<file path="src/common/pqa_pkg.sv">
// shared constants, types and helpers of the power quality alarm monitor
package pqa_pkg;

  // ****************************************
  // timing
  // ****************************************
  localparam int CLK_PERIOD_NS = 100;
  localparam int MS_TICK_US = 1000;
  localparam int MS_TICK_CYCLES = MS_TICK_US * 1000 / CLK_PERIOD_NS;
  localparam int SEC_MS = 1000;

  // ****************************************
  // widths and printed ranges
  // ****************************************
  localparam int REACT_W = 14;
  localparam int PF_W = 10;
  localparam int CUR_W = 13;
  localparam int PCT_W = 6;
  localparam int MPCT_W = 8;
  localparam int DLY_W = 8;
  localparam int PULSE_W = 14;
  localparam int TOPO_W = 3;
  localparam int N_GRP = 7;
  localparam int N_ALM = 8;
  localparam logic [13:0] REACT_MAX = 14'h270f;
  localparam logic [9:0] PF_MAX = 10'h3e7;
  localparam logic [12:0] CUR_MAX = 13'h1388;
  localparam logic [5:0] PCT_MAX = 6'h32;
  localparam logic [13:0] PULSE_MIN = 14'h0001;
  localparam logic [13:0] PULSE_MAX = 14'h2710;

  // ****************************************
  // reset values
  // ****************************************
  localparam logic [7:0] DLY_RESET = 8'h1e;
  localparam logic [13:0] PULSE_RESET = 14'h0064;

  // ****************************************
  // setting groups and alarm positions
  // ****************************************
  localparam int G_REACT = 0;
  localparam int G_PF = 1;
  localparam int G_CUR = 2;
  localparam int G_THDV = 3;
  localparam int G_THDI = 4;
  localparam int G_VUNB = 5;
  localparam int G_IUNB = 6;
  localparam int A_REACT = 0;
  localparam int A_PFCAP = 1;
  localparam int A_PFIND = 2;
  localparam int A_CUR = 3;
  localparam int A_THDV = 4;
  localparam int A_THDI = 5;
  localparam int A_VUNB = 6;
  localparam int A_IUNB = 7;

  typedef enum logic [2:0] {
    PQA_STAR_4W, PQA_SINGLE_2W, PQA_TWO_PH_L1L2, PQA_DELTA_3W,
    PQA_DELTA_4W, PQA_3W_2CT_L1L2, PQA_3W_2CT_L1L3, PQA_TOPO_SPARE
  } pqa_topo_e;

  typedef struct packed {
    logic [REACT_W-1:0] react_cap_lim;
    logic [REACT_W-1:0] react_ind_lim;
    logic [PF_W-1:0] pf_cap_lim;
    logic [PF_W-1:0] pf_ind_lim;
    logic [CUR_W-1:0] cur_lim;
    logic [PCT_W-1:0] thdv_lim;
    logic [PCT_W-1:0] thdi_lim;
    logic [PCT_W-1:0] vunb_lim;
    logic [PCT_W-1:0] iunb_lim;
    logic [N_GRP-1:0][DLY_W-1:0] delay;
    logic [N_GRP-1:0] lock;
    logic [PULSE_W-1:0] pulse_ms;
    pqa_topo_e topology;
  } pqa_cfg_s;

  typedef struct packed {
    logic [REACT_W-1:0] react_cap;
    logic [REACT_W-1:0] react_ind;
    logic [PF_W-1:0] pf;
    logic pf_is_cap;
    logic [CUR_W-1:0] current;
    logic [2:0][MPCT_W-1:0] voltage_harmonic_distortion;
    logic [2:0][MPCT_W-1:0] current_harmonic_distortion;
    logic [MPCT_W-1:0] v_unb;
    logic [MPCT_W-1:0] i_unb;
  } pqa_meas_s;

  localparam pqa_cfg_s CFG_RESET = '{
    react_cap_lim: '0, react_ind_lim: '0, pf_cap_lim: '0, pf_ind_lim: '0,
    cur_lim: '0, thdv_lim: '0, thdi_lim: '0, vunb_lim: '0, iunb_lim: '0,
    delay: {N_GRP{DLY_RESET}}, lock: '0, pulse_ms: PULSE_RESET,
    topology: PQA_3W_2CT_L1L2};

  // a zero limit disables the over-limit check
  function automatic logic pqa_over(input logic [13:0] v, input logic [13:0] lim);
    return (lim != 14'h0000) && (v > lim);
  endfunction

  // setting group that governs each alarm position
  function automatic int pqa_grp(input int a);
    return (a <= A_PFIND) ? ((a == A_REACT) ? G_REACT : G_PF) : a - 1;
  endfunction

endpackage

</file>
<file path="src/logic/pqa_alarm_chan.sv">
// one alarm channel: persistence delay, lock and manual reset
`timescale 1ns/1ps
module pqa_alarm_chan
  import pqa_pkg::*;
(
  input wire logic ref_clk,
  input wire logic rst_n,
  input wire logic sec_tick,
  input wire logic out_of_range,
  input wire logic [DLY_W-1:0] delay,
  input wire logic lock,
  input wire logic hold_mode,
  input wire logic manual_reset,
  output logic alarm_reg
);

  logic [DLY_W-1:0] count_reg;
  logic reached;
  logic clear_ok;

  assign reached = (count_reg >= delay);
  // hold mode times the hold-off after recovery instead of the onset
  assign clear_ok = lock ? manual_reset : (!hold_mode || reached);

  // ****************************************
  // seconds counter
  // ****************************************
  always_ff @(posedge ref_clk or negedge rst_n) begin
    if (!rst_n) begin
      count_reg <= '0;
    end else if (hold_mode ? out_of_range : !out_of_range) begin
      count_reg <= '0;
    end else if (sec_tick && !reached) begin
      count_reg <= count_reg + 8'h01;
    end
  end

  // ****************************************
  // alarm flag
  // ****************************************
  // an out-of-range cycle always wins over a clear
  always_ff @(posedge ref_clk or negedge rst_n) begin
    if (!rst_n) begin
      alarm_reg <= 1'b0;
    end else if (out_of_range && (hold_mode || reached)) begin
      alarm_reg <= 1'b1;
    end else if (alarm_reg && !out_of_range && clear_ok) begin
      alarm_reg <= 1'b0;
    end
  end
endmodule

</file>
<file path="src/logic/pqa_pulse_stretch.sv">
// energy pulse stretcher counting in millisecond ticks
`timescale 1ns/1ps
module pqa_pulse_stretch
  import pqa_pkg::*;
(
  input wire logic ref_clk,
  input wire logic rst_n,
  input wire logic ms_tick,
  input wire logic trigger,
  input wire logic [PULSE_W-1:0] len_ms,
  output logic pulse_reg
);

  logic [PULSE_W-1:0] left_reg;

  // a new trigger restarts the full length
  always_ff @(posedge ref_clk or negedge rst_n) begin
    if (!rst_n) begin
      pulse_reg <= 1'b0;
      left_reg <= '0;
    end else if (trigger) begin
      pulse_reg <= 1'b1;
      left_reg <= len_ms;
    end else if (pulse_reg && ms_tick) begin
      if (left_reg <= PULSE_MIN) begin
        pulse_reg <= 1'b0;
        left_reg <= '0;
      end else begin
        left_reg <= left_reg - PULSE_MIN;
      end
    end
  end
endmodule

</file>
<file path="src/logic/pqa_top.sv">
// power quality alarm monitor: limits, persistence, latching, pulses
`timescale 1ns/1ps
module pqa_top
  import pqa_pkg::*;
#(
  parameter int MS_CYCLES = MS_TICK_CYCLES
) (
  input wire logic ref_clk,
  input wire logic rst_n,
  input wire pqa_cfg_s cfg_in,
  input wire logic cfg_load,
  input wire pqa_meas_s meas,
  input wire logic manual_reset,
  input wire logic active_energy_tick,
  input wire logic reactive_energy_tick,
  output logic [N_ALM-1:0] alarm,
  output logic any_alarm_reg,
  output logic cfg_error_reg,
  output pqa_topo_e topology_code,
  output logic active_pulse,
  output logic reactive_pulse
);

  // ****************************************
  // reset release
  // ****************************************
  logic [1:0] rst_sync_reg;
  logic rst_sync_n;

  always_ff @(posedge ref_clk or negedge rst_n) begin
    if (!rst_n) begin
      rst_sync_reg <= 2'b00;
    end else begin
      rst_sync_reg <= {rst_sync_reg[0], 1'b1};
    end
  end

  assign rst_sync_n = rst_sync_reg[1];

  // ****************************************
  // millisecond and second enables
  // ****************************************
  logic [15:0] ms_div_reg;
  logic [9:0] sec_div_reg;
  logic ms_tick_reg;
  logic sec_tick_reg;

  always_ff @(posedge ref_clk or negedge rst_sync_n) begin
    if (!rst_sync_n) begin
      ms_div_reg <= '0;
      ms_tick_reg <= 1'b0;
    end else if (ms_div_reg == 16'(MS_CYCLES - 1)) begin
      ms_div_reg <= '0;
      ms_tick_reg <= 1'b1;
    end else begin
      ms_div_reg <= ms_div_reg + 16'h0001;
      ms_tick_reg <= 1'b0;
    end
  end

  // the second is built from milliseconds so one divider sets both rates
  always_ff @(posedge ref_clk or negedge rst_sync_n) begin
    if (!rst_sync_n) begin
      sec_div_reg <= '0;
      sec_tick_reg <= 1'b0;
    end else if (ms_tick_reg && sec_div_reg == 10'(SEC_MS - 1)) begin
      sec_div_reg <= '0;
      sec_tick_reg <= 1'b1;
    end else begin
      if (ms_tick_reg) begin
        sec_div_reg <= sec_div_reg + 10'h001;
      end
      sec_tick_reg <= 1'b0;
    end
  end

  // ****************************************
  // settings
  // ****************************************
  pqa_cfg_s cfg_reg;
  logic cfg_bad;

  // a load with any field outside its range is refused whole
  always_comb begin
    cfg_bad = 1'b0;
    if (cfg_in.react_cap_lim > REACT_MAX || cfg_in.react_ind_lim > REACT_MAX) begin
      cfg_bad = 1'b1;
    end
    if (cfg_in.pf_cap_lim > PF_MAX || cfg_in.pf_ind_lim > PF_MAX) begin
      cfg_bad = 1'b1;
    end
    if (cfg_in.cur_lim > CUR_MAX) begin
      cfg_bad = 1'b1;
    end
    if (cfg_in.thdv_lim > PCT_MAX || cfg_in.thdi_lim > PCT_MAX) begin
      cfg_bad = 1'b1;
    end
    if (cfg_in.vunb_lim > PCT_MAX || cfg_in.iunb_lim > PCT_MAX) begin
      cfg_bad = 1'b1;
    end
    if (cfg_in.pulse_ms < PULSE_MIN || cfg_in.pulse_ms > PULSE_MAX) begin
      cfg_bad = 1'b1;
    end
  end

  always_ff @(posedge ref_clk or negedge rst_sync_n) begin
    if (!rst_sync_n) begin
      cfg_reg <= CFG_RESET;
    end else if (cfg_load && !cfg_bad) begin
      cfg_reg <= cfg_in;
    end
  end

  always_ff @(posedge ref_clk or negedge rst_sync_n) begin
    if (!rst_sync_n) begin
      cfg_error_reg <= 1'b0;
    end else if (cfg_load) begin
      cfg_error_reg <= cfg_bad;
    end
  end

  assign topology_code = cfg_reg.topology;

  // ****************************************
  // limit comparison
  // ****************************************
  logic [N_ALM-1:0] out_next;
  logic [N_ALM-1:0] out_reg;
  logic thdv_any;
  logic thdi_any;

  always_comb begin
    thdv_any = 1'b0;
    thdi_any = 1'b0;
    for (int ch = 0; ch < 3; ch++) begin
      if (pqa_over({6'h00, meas.voltage_harmonic_distortion[ch]}, {8'h00, cfg_reg.thdv_lim})) begin
        thdv_any = 1'b1;
      end
      if (pqa_over({6'h00, meas.current_harmonic_distortion[ch]}, {8'h00, cfg_reg.thdi_lim})) begin
        thdi_any = 1'b1;
      end
    end
  end

  always_comb begin
    out_next = '0;
    out_next[A_REACT] = pqa_over(meas.react_cap, cfg_reg.react_cap_lim) ||
                        pqa_over(meas.react_ind, cfg_reg.react_ind_lim);
    out_next[A_PFCAP] = meas.pf_is_cap && (meas.pf < cfg_reg.pf_cap_lim);
    out_next[A_PFIND] = !meas.pf_is_cap && (meas.pf < cfg_reg.pf_ind_lim);
    out_next[A_CUR] = pqa_over({1'b0, meas.current}, {1'b0, cfg_reg.cur_lim});
    out_next[A_THDV] = thdv_any;
    out_next[A_THDI] = thdi_any;
    out_next[A_VUNB] = pqa_over({6'h00, meas.v_unb}, {8'h00, cfg_reg.vunb_lim});
    out_next[A_IUNB] = pqa_over({6'h00, meas.i_unb}, {8'h00, cfg_reg.iunb_lim});
  end

  always_ff @(posedge ref_clk or negedge rst_sync_n) begin
    if (!rst_sync_n) begin
      out_reg <= '0;
    end else begin
      out_reg <= out_next;
    end
  end

  // ****************************************
  // alarm channels
  // ****************************************
  // the two power factor alarms share one delay and one lock
  generate
    for (genvar a = 0; a < N_ALM; a++) begin : g_chan
      pqa_alarm_chan u_chan (
        .ref_clk(ref_clk),
        .rst_n(rst_sync_n),
        .sec_tick(sec_tick_reg),
        .out_of_range(out_reg[a]),
        .delay(cfg_reg.delay[pqa_grp(a)]),
        .lock(cfg_reg.lock[pqa_grp(a)]),
        .hold_mode(a == A_IUNB),
        .manual_reset(manual_reset),
        .alarm_reg(alarm[a])
      );
    end
  endgenerate

  always_ff @(posedge ref_clk or negedge rst_sync_n) begin
    if (!rst_sync_n) begin
      any_alarm_reg <= 1'b0;
    end else begin
      any_alarm_reg <= |alarm;
    end
  end

  // ****************************************
  // energy pulses
  // ****************************************
  // length resolution is one millisecond; the first tick may come early
  pqa_pulse_stretch u_active (
    .ref_clk(ref_clk),
    .rst_n(rst_sync_n),
    .ms_tick(ms_tick_reg),
    .trigger(active_energy_tick),
    .len_ms(cfg_reg.pulse_ms),
    .pulse_reg(active_pulse)
  );

  pqa_pulse_stretch u_reactive (
    .ref_clk(ref_clk),
    .rst_n(rst_sync_n),
    .ms_tick(ms_tick_reg),
    .trigger(reactive_energy_tick),
    .len_ms(cfg_reg.pulse_ms),
    .pulse_reg(reactive_pulse)
  );
endmodule

</file>
<file path="config.mk">
export PLATFORM = sky130hd
export DESIGN_NAME = pqa_top
export DESIGN_NICKNAME = d
export VERILOG_FILES = /design/src/common/pqa_pkg.sv /design/src/logic/pqa_alarm_chan.sv /design/src/logic/pqa_pulse_stretch.sv /design/src/logic/pqa_top.sv
export SDC_FILE = /design/constraint.sdc
export NUM_CORES = 1
export LEC_CHECK = 0
export ABC_CLOCK_PERIOD_IN_PS = 27500
export BUFFER_PORTS_ARGS = -buffer_cell sky130_fd_sc_hd__buf_2
export CORE_ASPECT_RATIO = 0.5
export CORE_UTILIZATION = 50
export DETAILED_ROUTE_END_ITERATION = 16
export GPL_TIMING_DRIVEN = 1
export PLACE_DENSITY = 0.83
export SETUP_SLACK_MARGIN = 0.2
export SLEW_MARGIN = 0
export SYNTH_ARGS = -nofsm -noshare
export SYNTH_HDL_FRONTEND = slang
export SYNTH_SLANG_ARGS = --single-unit
</file>
<file path="constraint.sdc">
create_clock -name ref_clk -period 27.5 [get_ports ref_clk]
set_input_delay 0 -clock ref_clk [delete_from_list [all_inputs] [get_ports ref_clk]]
set_output_delay 0 -clock ref_clk [all_outputs]
set_load 0.005 [all_outputs]
</file>
==> flow_summary.ini <==
[floorplan]
die-area_um2 = 37700
num_rows = 49
floorplan.initialDensity_pct = 51.1
die_w_um = 274
dieHeight_um = 138
io-pin-count = 302
core_region_area_um2 = 36100

[logic_synthesis]
synthesis.yosys.warnings = 0
synth.avg_cell_area_um2 = 10.6
synth.yosys.seq_area_share_pct = 41.8
post_synth_instance_area_um2 = 18500
most_common_library_cells_after_synthesis = 274 x sky130_fd_sc_hd__dfrtp_1, 185 x sky130_fd_sc_hd__ha_1, 178 x sky130_fd_sc_hd__inv_1
synth_largest_type_area_fraction_pct = 37.1
mappedNetlistNets = 2206
async_reset_ff_share_pct = 100
synth_top_cell_by_area = sky130_fd_sc_hd__dfrtp_1
syn-instance-count = 1734
synth_edf_count = 0
synth.area.top_cells = sky130_fd_sc_hd__dfrtp_1 37%, sky130_fd_sc_hd__ha_1 13%, sky130_fd_sc_hd__mux2_4 12%
ys.flop_type = sky130_fd_sc_hd__dfrtp_1
ys_seq_elements = 307
synthMostInstantiatedCell = sky130_fd_sc_hd__dfrtp_1
ys_types = 61

[clock_network]
cts_resized = 0
cts_tree = yes
cts-root-to-sink-buffers = 3
cts.sinks = 307
path_clk_slew_ns = 0.07
cts_setup_buffers = 0
cts_max_level = 1
clk_root_buf = sky130_fd_sc_hd__clkbuf_16
number_of_buffers_created_by_cts = 30
clkLatencyLatePin_ns = 0.60

[critical_path]
start_kind = input port
critPathRequiredTime_ns = 27.98
max_stage_delay_ns = 0.57
crit_type = input port to flip-flop
path_buf_inv = 3
critPathTopFamily = compound AO/OA/AOI/OAI gates
path_cells = dlygate4sd3_1, buf_2, o31ai_1, nand3_1, a311o_1, or4_4, a21o_4, buf_12, mux2_4
worstRegToRegCells = 8
worstPathMaxFanout = 122
critPathArrivalTime_ns = 3.94
critical_path.slowest_cell = sky130_fd_sc_hd__o31ai_1
cp-end-kind = flip-flop
crit_cells = 9

[placed_design]
port_buffers = 301
routabilityCongestion = 0.887
numPlacedInstances = 2469
place_hpwl_um = 33600
dpl_worst_slack_ns = 24.21

[global_routing]
globalRouteOverflowTotal = 0
track_usage_pct = 27.7
grt_pass1_vias = 16200
number_of_antenna_violations_at_the_first_check_in_global_routing = 14
maximum_number_of_pins_on_one_net_before_global_route_repair = 179
grt_first_pass_wirelength_um = 83200

[drt]
wirelength_um = 52600
first_iter_violations = 1107
vias_per_cell = 5.75
routed-via-count = 15700
route.detailed.wl_per_inst_um = 19.2
drc_errors_left = 0
postRouteAntennaNets = 0
first_pass_iters = 7

[timing]
fin_worst_skew_ns = 0.0377
grt_setup_unrepaired = false
setup_total_negative_slack_ns = 0
layout_worst_path_cycle_share_pct = 12.6
worst_slew_margin_rel_pct = 28.4
setup_viol_count_final = 0
finalHoldViolations = 0
slew_viol_final = 0
fmax_ghz = 0.289
final_critical_path_setup_slack_ns = 24.04
finalWorstPathRequiredPeriod_ns = 3.46
timing_worst_slew_pin_value_ns = 1.07

[run_status]
run_status = finished clean

[finish]
sequential_cell_area_um2 = 7730
fraction_of_final_layout_cells_with_drive_strength_greater_than_1_pct = 25.1
final.fill_count = 2537
area_growth_pct = 26.1
multi_input_comb_area_um2 = 9700
largest_register_ff_count = 162
final_cells = 2736
number_of_nets_at_the_end_of_the_flow = 2682

[worst_hold_path]
hold-path-cell-count = 6
timing.hold.worst.class = input port to flip-flop

[pwr]
ir_drop_worst_case_vdd_mv = 0.0599
pwr_cell_area_nw_per_um2 = 70.4
leakage_nw = 11.4

[job]
drv.max_cap_violation_count = 0
==> per-layer routing <==
| metal | global-route usage [%] | vias to the layer above | wire (um) |
|---|---|---|---|
| met3 | 4.62 | 254 | 2410 |
| met2 | 47.9 | 585 | 26300 |
| met4 | 18.0 | 0 | 3500 |
| met5 | 0 | - | 0 |
| li1 | - | 7239 | - |
| met1 | 32.3 | 7667 | 20400 |
==> worst reg2reg max path, stage by stage, from the launching register on <==
cell	delay (ns)
sky130_fd_sc_hd__dfrtp_1	0.37
sky130_fd_sc_hd__inv_1	0.05
sky130_fd_sc_hd__ha_1	0.31
sky130_fd_sc_hd__a211oi_1	0.27
sky130_fd_sc_hd__dlygate4sd3_1	0.60
sky130_fd_sc_hd__nand2_1	0.06
sky130_fd_sc_hd__dlygate4sd3_1	0.58
sky130_fd_sc_hd__a31oi_1	0.20
sky130_fd_sc_hd__dlygate4sd3_1	0.61
==> cell type report <==
type / instances / area share [%]
clock inverter: 16 / 0.978
sequential: 307 / 33.2
inverter: 178 / 2.87
antenna: 18 / 0.193
clock buffer: 40 / 3.47
tap: 484 / 2.60
multi-input combinational: 1194 / 41.7
timing repair buffer: 499 / 15.0
==> per-stage QoR <==
step	utilization (%)	instance area (um^2)	hold WS [ns]	total power, W
2_1_floorplan	-	18500	-0.296	0.00100
3_3_place_gp	56.1	20300	-0.214	0.00110
3_5_place_dp	56.1	20300	-0.214	0.00114
4_1_cts	64.3	23200	0.0419	0.00161
5_1_grt	64.4	23300	0.108	0.00173
6_report	64.5	23300	0.0635	0.00164
==> path summary, 6_finish.rpt <==
path	slack, ns	from	endpoint
worst max-delay path	24.04	cfg_in[105]	cfg_reg[21]
worst min-delay path	0.06	meas[60]	out_reg[4]
worst max register to register	24.38	cfg_reg[126]	out_reg[2]
worst min register to register	0.36	rst_sync_reg[0]	rst_sync_reg[1]
max in group asynchronous	24.80	rst_sync_reg[1]	g_chan[0].u_chan.count_reg[1]
min in group asynchronous	0.27	rst_n	rst_sync_reg[1]
==> layout by cell type (no fill, tap or decap), drive strengths merged, types with 16 or more instances in the layout <==
master       Yosys  routed
buf             32     306
ha             185     185
nor2b           17      17
nand2          101     101
xnor2           16      16
nor2            76      76
o31ai           22      22
or3             18      18
nor4            40      40
a21oi           90      90
nand2b          21      21
clkbuf          23      40
or4             24      24
nand3           57      57
dlygate4sd3      0     193
mux2           166     166
dfrtp          274     274
dfstp           33      33
o211ai          16      16
diode            0      18
nand4           45      45
inv            178     179
o21ai           82      82
nor3            27      27
a21o            24      24
o21a            25      25
==> report_power, final <==
part           internal (W)  total, W  switching [W]
Sequential         0.000570  0.000676       0.000106
Clock              0.000255  0.000447       0.000192
Combinational      0.000280  0.000516       0.000236
Total               0.00110   0.00164       0.000534
==> repair_timing <==
action / 4_1_cts / 5_1_grt
endpoints found under the hold margin: 212 / 0
setup endpoints to repair: 0 / 0
hold buffers: 193 / 0
==> cell families after synthesis <==
group                    synth area share (%)
AO/OA/AOI/OAI                            11.9
XOR/XNOR                                 1.47
adder cells (fa/ha/maj)                  12.5
buffers and inverters                    5.67
flip-flops                               41.8
multiplexers                             13.8
other                                  0.0203
AND/OR/NAND/NOR                          12.8
(Power assumes the default switching activity.)
